<file path="config.mk">
export PLATFORM = sky130hd
export DESIGN_NAME = usbeb_fw_end_flat
export DESIGN_NICKNAME = d
export VERILOG_FILES = /design/src/usbeb_pkg.sv /design/src/usbeb_if.sv /design/src/usbeb_fw_end.sv /design/src/flat_wrapper.sv
export VERILOG_INCLUDE_DIRS = /design/src
export SDC_FILE = /design/constraint.sdc
export NUM_CORES = 1
export LEC_CHECK = 0
export BUFFER_PORTS_ARGS = -buffer_cell sky130_fd_sc_hd__buf_2
export CAP_MARGIN = 30
export CORE_MARGIN = 5
export CORE_UTILIZATION = 44
export CTS_CLUSTER_DIAMETER = 30
export DETAILED_ROUTE_END_ITERATION = 10
export PLACE_DENSITY = 0.83
export SYNTH_ARGS = -nofsm -noshare
export SYNTH_HDL_FRONTEND = slang
export SYNTH_SLANG_ARGS = --single-unit
</file>
<file path="constraint.sdc">
create_clock -name sys_clk -period 1.6 [get_ports sys_clk]
set_input_delay 0.32 -clock sys_clk [delete_from_list [all_inputs] [get_ports sys_clk]]
set_output_delay 0.32 -clock sys_clk [all_outputs]
set_load 0.02 [all_outputs]
</file>
<file path="src/usbeb_cfg.svh">
// constants of the endpoint bank handshake
`ifndef USBEB_CFG_SVH
`define USBEB_CFG_SVH
`define USBEB_EP_BYTES 7'h40
`define USBEB_CMD_SET_TXRDY 0
`define USBEB_CMD_CLR_TX_COMPLETE 1
`define USBEB_CMD_CLR_BK0 2
`define USBEB_CMD_CLR_BK1 3
`define USBEB_ADDR_CTRL 4'h0
`define USBEB_ADDR_CMD 4'h4
`define USBEB_ADDR_STATUS 4'h8
`define USBEB_ADDR_FIFO 4'hc
`define USBEB_CTRL_PP 0
`define USBEB_CTRL_TYPE_LO 1
`define USBEB_CTRL_TYPE_HI 2
`define USBEB_WCMD_TXRDY 0
`define USBEB_WCMD_TX_COMPLETE 1
`define USBEB_WCMD_RXREL 2
`define USBEB_RESP_OKAY 2'h0
`define USBEB_RESP_SLVERR 2'h2
`endif

</file>
<file path="src/usbeb_pkg.sv">
// types of the endpoint bank handshake
package usbeb_pkg;
  typedef enum logic [2:0] {
    DEV_IDLE = 3'h0,
    DEV_IN_SEND = 3'h1,
    DEV_IN_WAIT = 3'h2,
    DEV_OUT_TAKE = 3'h3,
    DEV_OUT_DROP = 3'h4
  } usbeb_dev_state_t;
  typedef enum logic [1:0] {
    EP_CONTROL = 2'h0,
    EP_ISO = 2'h1,
    EP_BULK = 2'h2,
    EP_INTR = 2'h3
  } usbeb_ep_type_t;
endpackage

</file>
<file path="src/usbeb_if.sv">
// endpoint port between firmware side and device side
`timescale 1ns/1ps
interface usbeb_if;
  logic ep_pingpong;
  logic fw_wr;
  logic [7:0] fw_wdata;
  logic [3:0] fw_cmd;
  logic fw_rd;
  logic [7:0] fw_rdata;
  logic fw_rvalid;
  logic tx_packet_ready;
  logic tx_complete;
  logic rx_bank0_full;
  logic rx_bank1_full;
  logic [6:0] rx_byte_count;
  modport dev (
    input ep_pingpong, fw_wr, fw_wdata, fw_cmd, fw_rd,
    output fw_rdata, fw_rvalid, tx_packet_ready, tx_complete,
    output rx_bank0_full, rx_bank1_full, rx_byte_count
  );
  modport fw (
    output ep_pingpong, fw_wr, fw_wdata, fw_cmd, fw_rd,
    input fw_rdata, fw_rvalid, tx_packet_ready, tx_complete,
    input rx_bank0_full, rx_bank1_full, rx_byte_count
  );
endinterface

</file>
<file path="src/usbeb_fw_end.sv">
// firmware end: axi4-lite registers driving the endpoint port
`timescale 1ns/1ps
`include "usbeb_cfg.svh"
module usbeb_fw_end (
  input wire logic sys_clk,
  input wire logic rst,
  usbeb_if.fw ep,
  input wire logic [3:0] s_axi_awaddr,
  input wire logic s_axi_awvalid,
  output logic s_axi_awready,
  input wire logic [31:0] s_axi_wdata,
  input wire logic [3:0] s_axi_wstrb,
  input wire logic s_axi_wvalid,
  output logic s_axi_wready,
  output logic [1:0] s_axi_bresp,
  output logic s_axi_bvalid,
  input wire logic s_axi_bready,
  input wire logic [3:0] s_axi_araddr,
  input wire logic s_axi_arvalid,
  output logic s_axi_arready,
  output logic [31:0] s_axi_rdata,
  output logic [1:0] s_axi_rresp,
  output logic s_axi_rvalid,
  input wire logic s_axi_rready
);
  ////////////////////////////////////////////////////////////////////////////
  logic aw_held;
  logic w_held;
  logic [3:0] aw_addr;
  logic [31:0] w_data;
  logic w_lane0;
  logic ctrl_pp;
  logic [1:0] ctrl_type;
  logic rx_turn;
  logic pend_ctc;
  logic fw_wr;
  logic [7:0] fw_wdata;
  logic [3:0] fw_cmd;
  logic fw_rd;
  logic rd_wait;

  function automatic logic legal_cfg(input logic [1:0] t, input logic p);
    legal_cfg = !(t == usbeb_pkg::EP_ISO && !p) && !(t == usbeb_pkg::EP_CONTROL && p);
  endfunction

  ////////////////////////////////////////////////////////////////////////////
  wire exec = aw_held && w_held && !s_axi_bvalid && !pend_ctc;
  wire a_ctrl = aw_addr == `USBEB_ADDR_CTRL;
  wire a_cmd = aw_addr == `USBEB_ADDR_CMD;
  wire a_fifo = aw_addr == `USBEB_ADDR_FIFO;
  wire a_stat = aw_addr == `USBEB_ADDR_STATUS;
  wire [1:0] new_type = w_data[`USBEB_CTRL_TYPE_HI:`USBEB_CTRL_TYPE_LO];
  wire cfg_ok = legal_cfg(new_type, w_data[`USBEB_CTRL_PP]);
  wire fifo_ok = ctrl_pp || !ep.tx_packet_ready;
  wire w_err = (a_ctrl && !cfg_ok) || (a_fifo && !fifo_ok) ||
               !(a_ctrl || a_cmd || a_fifo || a_stat);
  wire do_set = exec && a_cmd && w_data[`USBEB_WCMD_TXRDY];
  wire do_ctc = exec && a_cmd && w_data[`USBEB_WCMD_TX_COMPLETE];
  wire do_rel = exec && a_cmd && w_data[`USBEB_WCMD_RXREL];
  wire turn_full = rx_turn ? ep.rx_bank1_full : ep.rx_bank0_full;
  wire irq = ep.tx_complete || ep.rx_bank0_full || ep.rx_bank1_full;
  wire ar_take = s_axi_arvalid && s_axi_arready;
  wire ar_fifo = s_axi_araddr == `USBEB_ADDR_FIFO;
  wire [31:0] status = {17'h0, ep.rx_byte_count, 2'h0, rx_turn, irq, ep.rx_bank1_full,
                        ep.rx_bank0_full, ep.tx_complete, ep.tx_packet_ready};
  wire [31:0] rd_mux = (s_axi_araddr == `USBEB_ADDR_CTRL) ? {29'h0, ctrl_type, ctrl_pp} :
                       (s_axi_araddr == `USBEB_ADDR_STATUS) ? status : 32'h0;
  wire rd_bad = !(s_axi_araddr == `USBEB_ADDR_CTRL || s_axi_araddr == `USBEB_ADDR_STATUS ||
                  s_axi_araddr == `USBEB_ADDR_CMD);

  assign s_axi_awready = !aw_held;
  assign s_axi_wready = !w_held;
  assign s_axi_arready = !rd_wait && !s_axi_rvalid;
  assign ep.ep_pingpong = ctrl_pp;
  assign ep.fw_wr = fw_wr;
  assign ep.fw_wdata = fw_wdata;
  assign ep.fw_cmd = fw_cmd;
  assign ep.fw_rd = fw_rd;

  ////////////////////////////////////////////////////////////////////////////
  always_ff @(posedge sys_clk)
  begin
    if (rst)
    begin
      aw_held <= 1'b0;
      w_held <= 1'b0;
      aw_addr <= 4'h0;
      w_data <= 32'h0;
      w_lane0 <= 1'b0;
    end
    else
    begin
      if (s_axi_awvalid && !aw_held)
      begin
        aw_held <= 1'b1;
        aw_addr <= s_axi_awaddr;
      end
      if (s_axi_wvalid && !w_held)
      begin
        w_held <= 1'b1;
        w_data <= s_axi_wdata;
        w_lane0 <= s_axi_wstrb[0];
      end
      if (s_axi_bvalid && s_axi_bready)
      begin
        aw_held <= 1'b0;
        w_held <= 1'b0;
      end
    end
  end

  // writes execute once both channels are held; response follows
  always_ff @(posedge sys_clk)
  begin
    if (rst)
    begin
      s_axi_bvalid <= 1'b0;
      s_axi_bresp <= `USBEB_RESP_OKAY;
      ctrl_pp <= 1'b0;
      ctrl_type <= usbeb_pkg::EP_CONTROL;
      rx_turn <= 1'b0;
      pend_ctc <= 1'b0;
      fw_wr <= 1'b0;
      fw_wdata <= 8'h0;
      fw_cmd <= 4'h0;
    end
    else
    begin
      fw_wr <= exec && a_fifo && fifo_ok && w_lane0;
      fw_cmd <= 4'h0;
      pend_ctc <= 1'b0;
      if (exec && a_fifo)
        fw_wdata <= w_data[7:0];
      if (exec && a_ctrl && cfg_ok && w_lane0)
      begin
        ctrl_pp <= w_data[`USBEB_CTRL_PP];
        ctrl_type <= new_type;
        rx_turn <= 1'b0;
      end
      if (do_set)
        fw_cmd[`USBEB_CMD_SET_TXRDY] <= 1'b1;
      // clearing complete waits one cycle behind the ready, never ahead
      if (do_ctc && do_set)
        pend_ctc <= 1'b1;
      else if (do_ctc)
        fw_cmd[`USBEB_CMD_CLR_TX_COMPLETE] <= 1'b1;
      if (pend_ctc)
        fw_cmd[`USBEB_CMD_CLR_TX_COMPLETE] <= 1'b1;
      if (do_rel)
      begin
        fw_cmd[{1'b1, rx_turn}] <= 1'b1;
        if (turn_full)
          rx_turn <= ctrl_pp && !rx_turn;
      end
      if ((exec && !do_ctc) || (exec && !do_set) || pend_ctc)
      begin
        s_axi_bvalid <= 1'b1;
        s_axi_bresp <= w_err ? `USBEB_RESP_SLVERR : `USBEB_RESP_OKAY;
      end
      else if (s_axi_bready)
        s_axi_bvalid <= 1'b0;
    end
  end

  // fifo reads pull one byte from the device, one cycle later
  always_ff @(posedge sys_clk)
  begin
    if (rst)
    begin
      s_axi_rvalid <= 1'b0;
      s_axi_rdata <= 32'h0;
      s_axi_rresp <= `USBEB_RESP_OKAY;
      fw_rd <= 1'b0;
      rd_wait <= 1'b0;
    end
    else
    begin
      fw_rd <= ar_take && ar_fifo;
      if (ar_take && ar_fifo)
        rd_wait <= 1'b1;
      else if (ar_take)
      begin
        s_axi_rvalid <= 1'b1;
        s_axi_rdata <= rd_mux;
        s_axi_rresp <= rd_bad ? `USBEB_RESP_SLVERR : `USBEB_RESP_OKAY;
      end
      else if (rd_wait && ep.fw_rvalid)
      begin
        rd_wait <= 1'b0;
        s_axi_rvalid <= 1'b1;
        s_axi_rdata <= {24'h0, ep.fw_rdata};
        s_axi_rresp <= `USBEB_RESP_OKAY;
      end
      else if (s_axi_rready)
        s_axi_rvalid <= 1'b0;
    end
  end
endmodule

</file>
<file path="src/flat_wrapper.sv">
// flat-port wrapper written by rule: the top's interface ports become plain ports
module usbeb_fw_end_flat 
  (sys_clk, rst, s_axi_awaddr, s_axi_awvalid, s_axi_awready, s_axi_wdata, s_axi_wstrb, s_axi_wvalid, s_axi_wready, s_axi_bresp, s_axi_bvalid, s_axi_bready, s_axi_araddr, s_axi_arvalid, s_axi_arready, s_axi_rdata, s_axi_rresp, s_axi_rvalid, s_axi_rready, ep_ep_pingpong, ep_fw_wr, ep_fw_wdata, ep_fw_cmd, ep_fw_rd, ep_fw_rdata, ep_fw_rvalid, ep_tx_packet_ready, ep_tx_complete, ep_rx_bank0_full, ep_rx_bank1_full, ep_rx_byte_count);
  usbeb_if ep_i ();
  input wire logic sys_clk;
  input wire logic rst;
  input wire logic [3:0] s_axi_awaddr;
  input wire logic s_axi_awvalid;
  output logic s_axi_awready;
  input wire logic [31:0] s_axi_wdata;
  input wire logic [3:0] s_axi_wstrb;
  input wire logic s_axi_wvalid;
  output logic s_axi_wready;
  output logic [1:0] s_axi_bresp;
  output logic s_axi_bvalid;
  input wire logic s_axi_bready;
  input wire logic [3:0] s_axi_araddr;
  input wire logic s_axi_arvalid;
  output logic s_axi_arready;
  output logic [31:0] s_axi_rdata;
  output logic [1:0] s_axi_rresp;
  output logic s_axi_rvalid;
  input wire logic s_axi_rready;
  output wire logic [$bits(ep_i.ep_pingpong)-1:0] ep_ep_pingpong;
  output wire logic [$bits(ep_i.fw_wr)-1:0] ep_fw_wr;
  output wire logic [$bits(ep_i.fw_wdata)-1:0] ep_fw_wdata;
  output wire logic [$bits(ep_i.fw_cmd)-1:0] ep_fw_cmd;
  output wire logic [$bits(ep_i.fw_rd)-1:0] ep_fw_rd;
  input wire logic [$bits(ep_i.fw_rdata)-1:0] ep_fw_rdata;
  input wire logic [$bits(ep_i.fw_rvalid)-1:0] ep_fw_rvalid;
  input wire logic [$bits(ep_i.tx_packet_ready)-1:0] ep_tx_packet_ready;
  input wire logic [$bits(ep_i.tx_complete)-1:0] ep_tx_complete;
  input wire logic [$bits(ep_i.rx_bank0_full)-1:0] ep_rx_bank0_full;
  input wire logic [$bits(ep_i.rx_bank1_full)-1:0] ep_rx_bank1_full;
  input wire logic [$bits(ep_i.rx_byte_count)-1:0] ep_rx_byte_count;
  assign ep_ep_pingpong = ep_i.ep_pingpong;
  assign ep_fw_wr = ep_i.fw_wr;
  assign ep_fw_wdata = ep_i.fw_wdata;
  assign ep_fw_cmd = ep_i.fw_cmd;
  assign ep_fw_rd = ep_i.fw_rd;
  assign ep_i.fw_rdata = ep_fw_rdata;
  assign ep_i.fw_rvalid = ep_fw_rvalid;
  assign ep_i.tx_packet_ready = ep_tx_packet_ready;
  assign ep_i.tx_complete = ep_tx_complete;
  assign ep_i.rx_bank0_full = ep_rx_bank0_full;
  assign ep_i.rx_bank1_full = ep_rx_bank1_full;
  assign ep_i.rx_byte_count = ep_rx_byte_count;
  usbeb_fw_end u_core (.sys_clk(sys_clk), .rst(rst), .ep(ep_i), .s_axi_awaddr(s_axi_awaddr), .s_axi_awvalid(s_axi_awvalid), .s_axi_awready(s_axi_awready), .s_axi_wdata(s_axi_wdata), .s_axi_wstrb(s_axi_wstrb), .s_axi_wvalid(s_axi_wvalid), .s_axi_wready(s_axi_wready), .s_axi_bresp(s_axi_bresp), .s_axi_bvalid(s_axi_bvalid), .s_axi_bready(s_axi_bready), .s_axi_araddr(s_axi_araddr), .s_axi_arvalid(s_axi_arvalid), .s_axi_arready(s_axi_arready), .s_axi_rdata(s_axi_rdata), .s_axi_rresp(s_axi_rresp), .s_axi_rvalid(s_axi_rvalid), .s_axi_rready(s_axi_rready));
endmodule
</file>
# Yosys cells after proc, flatten, opt, wreduce, memory -nomap -nowiden
# Cells that the tools add are included.
dict set report word_totals {
  register_bits 73
  input_bits 71
  output_inout_bits 56
  elab_cells 133
}
dict set report op_classes {
  order_cmp 2
  eq_ne 8
  n_mux 30
  bitwise_logic 3
  n_reduce_logical 70
}
# operator count
set ops {}
lappend ops {{$mux 32} 3}
lappend ops {{$logic_and 1x1->1} 30}
lappend ops {{$mux 1} 20}
lappend ops {{$eq 4x4->1 const B} 4}
lappend ops {{$logic_not 1->1} 16}
lappend ops {{$mux 15} 1}
lappend ops {{$logic_or 1x1->1} 12}
lappend ops {{$mux 2} 5}
lappend ops {{$eq 4x3->1 const B} 2}
lappend ops {{$logic_not 4->1} 2}
lappend ops {{$reduce_and 2->1} 3}
lappend ops {{$reduce_bool 2->1} 3}
lappend ops {{$or 2x4->4} 1}
lappend ops {{$reduce_or 2->1} 2}
lappend ops {{$lt 2x3->1 const B} 1}
lappend ops {{$reduce_bool 3->1} 1}
lappend ops {{$eq 2x1->1 const B} 1}
lappend ops {{$ge 2x1->1 const B} 1}
lappend ops {{$logic_not 2->1} 1}
lappend ops {{$ne 2x2->1 const B} 1}
lappend ops {{$not 1->1} 2}
lappend ops {{$demux 1 s1} 1}

# Depth between registers and ports, before layout
dict set report depth {
  ltp_word 11
  mapped_depth 6
  ltp_nobuf 4
}

# Worst setup path after synthesis
# No wires, ideal clock.
dict set report synth_timing {
  path_type {register to register}
  start {register u_core.s_axi_bvalid}
  end {register u_core.s_axi_bresp[1]}
  t_arrival_ns 1.261
  required_ns 1.481
  slack_ns 0.219
  stages_incl_launch_ff 5
  path_buffers 0
  synth_period_minus_slack_ns 1.381
  path_cell_list {dfxtp_1 and4bb_2 a21boi_0 o2111a_1 nor3_2}
}
dict set report synth_via {
  elab_chain_cells 9
  word_cells_on_any_way 12
  cone_classes {12 x reduce/logical}
}
# item line
set synth_rtl {}
lappend synth_rtl {{from (decl)} usbeb_fw_end.sv:16} ;# output logic s_axi_bvalid,
lappend synth_rtl {{from (signal assigned)} usbeb_fw_end.sv:117} ;# s_axi_bvalid <= 1'b0;
lappend synth_rtl {{from (signal assigned)} usbeb_fw_end.sv:157} ;# s_axi_bvalid <= 1'b1;
lappend synth_rtl {{from (signal assigned)} usbeb_fw_end.sv:161} ;# s_axi_bvalid <= 1'b0;
lappend synth_rtl {{$logic_not 1->1 *} usbeb_fw_end.sv:47} ;# wire exec = aw_held && w_held && !s_axi_bvalid && !pend_ctc;
lappend synth_rtl {{$logic_and 1x1->1 * (2 in a row)} usbeb_fw_end.sv:47}
lappend synth_rtl {{$logic_and 1x1->1} {usbeb_fw_end.sv:57, usbeb_fw_end.sv:58}}
lappend synth_rtl {{$logic_and 1x1->1 (on tied branches)} {usbeb_fw_end.sv:58, usbeb_fw_end.sv:57}}
lappend synth_rtl {{$logic_not 1->1} usbeb_fw_end.sv:155} ;# if ((exec && !do_ctc) || (exec && !do_set) || pend_ctc)
lappend synth_rtl {{$logic_and 1x1->1} usbeb_fw_end.sv:155}
lappend synth_rtl {{$logic_or 1x1->1 * (2 in a row)} usbeb_fw_end.sv:155}
lappend synth_rtl {{to (signal assigned)} usbeb_fw_end.sv:118} ;# s_axi_bresp <= `USBEB_RESP_OKAY;
lappend synth_rtl {{to (signal assigned)} usbeb_fw_end.sv:158} ;# s_axi_bresp <= w_err ? `USBEB_RESP_SLVERR : `USBEB_RESP_OKAY;
lappend synth_rtl {{to (decl)} usbeb_fw_end.sv:15} ;# output logic [1:0] s_axi_bresp,
# Mark *: on every way between the ends. The rest lies on a longest branch, timed or not.
# A chain may end at the register's enable or synchronous reset.

# Final worst setup path
dict set report layout_timing {
  start {register u_core.pend_ctc}
  end {register u_core.rx_turn}
}
dict set report layout_via {
  elab_chain_cells 8
  word_cells_on_any_way 10
  cone_classes {3 x mux; 7 x reduce/logical}
}
# item line
set layout_rtl {}
lappend layout_rtl {{from (decl)} usbeb_fw_end.sv:35} ;# logic pend_ctc;
lappend layout_rtl {{from (signal assigned)} usbeb_fw_end.sv:122} ;# pend_ctc <= 1'b0;
lappend layout_rtl {{from (signal assigned)} usbeb_fw_end.sv:131} ;# pend_ctc <= 1'b0;
lappend layout_rtl {{from (signal assigned)} usbeb_fw_end.sv:144} ;# pend_ctc <= 1'b1;
lappend layout_rtl {{$logic_not 1->1 *} usbeb_fw_end.sv:47}
lappend layout_rtl {{$logic_and 1x1->1 *} usbeb_fw_end.sv:47}
lappend layout_rtl {{$logic_and 1x1->1 (3 in a row)} usbeb_fw_end.sv:134} ;# if (exec && a_ctrl && cfg_ok && w_lane0)
lappend layout_rtl {{$mux 1} usbeb_fw_end.sv:134}
lappend layout_rtl {{$mux 1} usbeb_fw_end.sv:152} ;# if (turn_full)
lappend layout_rtl {{$mux 1 *} usbeb_fw_end.sv:149} ;# if (do_rel)
lappend layout_rtl {{to (signal assigned)} usbeb_fw_end.sv:153} ;# rx_turn <= ctrl_pp && !rx_turn;
lappend layout_rtl {{to (decl)} usbeb_fw_end.sv:34} ;# logic rx_turn;
# Marked as above.

==> summary.txt <==
Floorplanning
  – Row count: 26
  – Core ar.: 5042 µm²
  – Initial core utilization: 0.4496
  – Die area: 6688 µm²
  – DIE WIDTH: 81.78 µm
  – Die Ht: 81.78 µm
  – Ports: 127

Logic synthesis
  – Xor-xnor portion of the synthesized cell area: 0.003863
  – #FFs+latches synth: 54
  – Adder-cell share of the synthesized area: 0
  – Yosys cell types: 43
  – Seq/Total Area, Yosys: 0.4768
  – Top cells by area, synth: dfxtp_1 (48%), buf_4 (7.3%), mux2i_1 (6.6%), nor2_1 (5.5%), nand2_1 (5.0%)
  – Mux contribution to synthesized area: 0.06623
  – Synth top cells by count: dfxtp_1 (54), nor2_1 (33), nand2_1 (30)
  – Count leader, synth: dfxtp_1
  – Mapped cell area: 2267 µm²
  – Synth Area in Compound Gates: 0.1385
  – Synth area leader: dfxtp_1
  – Post-Synth Simple-Gate Area: 0.2108
  – Synth warnings: 0
  – Share of the synthesized area in the top cell type: 0.4768
  – Largest family of logic cells by synthesized area: simple AND/OR/NAND/NOR gates
  – Post-synth EDFFs: 0
  – Synth Instances: 247
  – Ys flop type: dfxtp_1
  – Ys async rst share: 0
  – Synthesized area per cell: 9.179 µm²

Placement
  – Gp weighted congestion: 0.7654
  – Placed cell count: 392
  – Buffers on Ports: 80
  – Placed cell areas: 2694 µm²
  – HPWL after DPL: 4038 µm

Critical path
  – Delay-heaviest family, CP: simple AND/OR/NAND/NOR gates
  – CP Buf/Inv Count: 0
  – Critical Path Fanout Max: 5
  – Critical path type: reg2reg
  – Critical Path AT: 1720 ps
  – CP Cell Sequence: and4bb_2, nand2_1, nor4b_2, a32o_1
  – Setup slack, reg-to-reg: 120 ps
  – Worst EP required: 1840 ps
  – Crit start category: flop
  – Crit path capture type: flop
  – Slowest Stage Delay on Critical Path: 380 ps
  – Levels on crit path: 4
  – Launching point of the worst reg2reg path: u_core.pend_ctc$_SDFF_PP0_
  – Worst Setup SP: u_core.pend_ctc$_SDFF_PP0_
  – CP max-delay cell: and4bb_2
  – R2R cell count: 4

STA
  – Fmax: 675.9 MHz
  – Final TNS setup: 0 ps
  – Slew @ Worst Pin: 652.1 ps
  – Final hold viol count: 0
  – Finish-stage setup viols: 0
  – Max-slew headroom: 0.5644
  – Part of the cycle the worst path needs: 0.9247
  – Period minus WS final: 1479 ps
  – Final hold slack: 224.1 ps
  – Final slew viol count: 0
  – Final Skew: 7.050 ps
  – RSZ-0062 raised after global routing: no

Route
  – WL/cell: 13.32 µm
  – Vias post-DR: 1942
  – Vias/cell: 4.879
  – Drt pass-1 iters: 4
  – Antenna violation net count after detailed routing: 0
  – Overall routed net length: 5303 µm
  – DR iter-0 viols: 111
  – Remaining DRCs: 0

Cells and area
  – Synthesis-to-layout area growth: 22.85%
  – Final antenna diode count: 0
  – Post-Layout Cell Count: 398
  – Layout net count: 400
  – Final Util: 0.5524
  – Cell area after layout: 2785 µm²
  – Share of layout cells above drive strength 1: 0.3232

Clocking
  – H-Tree Depth: 2
  – Hold buffers post-CTS: 0
  – Num Clock Sinks: 54
  – Post-CTS sizing: 0
  – Postcts setup bufs: 0
  – TritonCTS buffer count: 5
  – Clock tree buffer depth: 2
  – Clk root buf: clkbuf_8
  – Reg clk slew, reported paths: 90 ps
  – Latest clock arrival within the worst-skew pair: 300 ps
  – CTS tree: done

Power
  – Power share of the clock group: 0.299
  – Combinational power share: 0.131
  – Switch Pwr: 642.1 µW
  – Sw frac: 0.2581
  – Worst vdd ir: 0.6684 mV
  – Int Pwr: 1.846 mW
  – Pleak: 1.312 nW
  – Pwr Density: 893.2 nW/µm²
  – Sequential share of power: 0.570

GRT
  – Total track usage: 0.1585
  – Global route overflow: 0
  – Met1 Use GR: 0.1859
  – GR Util met3: 0.05044
  – Top Usage Layer GRT: met2
  – Initial antenna violation count: 0
  – First-pass GRT wire length: 8355 µm
  – Vias in the first global route: 1850
  – Largest net degree at the start of global routing: 22
  – GR Util met2: 0.2746

Worst hold path
  – Hold Path Cell Cnt: 2
  – HP Start: s_axi_awvalid
  – Hold Path Class: in2reg

Flow run
  – Maxcap violations: 0

Status
  – Status: finished, final reports clean
worst register-to-register path, cell delays in order (launching register included):
cell	delay, ps
dfxtp_1	360
and4bb_2	380
nand2_1	120
nor4b_2	330
a32o_1	230
cells in the final DEF (no fill, tap or decap), drive strengths merged:
master and instances:
buf 88, dfxtp 54, nor2 33, nand2 30
conb 19, a21oi 16, mux2i 15, a22oi 11
inv 8, clkbuf 6, nor3 5, and2 5
nor2b 4, o2bb2ai 3, a221oi 3, nor4b 3
or4 2, a31oi 2, o21a 2, nand2b 2
nor3b 2, and4bb 1, nand4 1, nand4bb 1
and4b 1, a21boi 1, or3b 1, a2111oi 1
nor4 1, xnor2 1, o2111ai 1, nand3 1
o2111a 1, or2 1, a311oi 1, a32o 1
registers in the layout, indices dropped and copies added (netlist names), 2 cells and up:
name / flops
u_core.w_data: 8
u_core.ctrl_type: 2
u_core.s_axi_rdata: 15
u_core.ep.fw_cmd: 4
u_core.ep.fw_wdata: 8
u_core.aw_addr: 4
per-stage QoR:
stage               setup WS (ps)  power (mW)
floorplan                   219.3       1.685
global placement            149.1       1.763
detailed placement          134.4       1.772
CTS                         102.8       2.504
global route                3.825       2.612
finish                      120.5       2.488
per-layer routing:
layer | vias to the layer above | share of wire
met5 | - | 0
met4 | 0 | 0.011
met3 | 6 | 0.086
met2 | 65 | 0.52
met1 | 899 | 0.38
li1 | 972 | -
power groups by stage:
stage	combinational [mW]	sequential [mW]	clock, mW
3_3_place_gp	0.317	1.45	0
2_1_floorplan	0.221	1.46	0
6_report	0.326	1.42	0.743
4_1_cts	0.326	1.42	0.763
5_1_grt	0.361	1.42	0.826
3_5_place_dp	0.324	1.45	0
cell type report:
| cell class | count | area [µm²] |
|---|---|---|
| Clock buffer | 6 | 82.58 |
| Fill cell | 474 | 2257 |
| Sequential cell | 54 | 1081 |
| Inverter | 8 | 30.03 |
| Tap cell | 70 | 87.58 |
| Multi-Input combinational cell | 172 | 1031 |
| Timing Repair Buffer | 88 | 473.0 |
cell families (layout without fill, tap and decap cells):
| group | after synthesis | count (layout) |
|---|---|---|
| other cells | 1 | 19 |
| xor+xnor | 1 | 1 |
| flops | 54 | 54 |
| simple gates | 94 | 94 |
| buf+inv | 39 | 102 |
| compound gates | 43 | 43 |
| mux | 15 | 15 |
worst paths after layout:
| path | endpoint |
|---|---|
| setup / recovery | u_core.rx_turn$_SDFF_PP0_ |
| hold reg to reg | u_core.w_data[4]$_SDFFE_PP0P_ |
| setup reg to reg | u_core.rx_turn$_SDFF_PP0_ |
| hold / removal | u_core.aw_held$_SDFFE_PP0P_ |
Power figures use the tool's default switching activity.
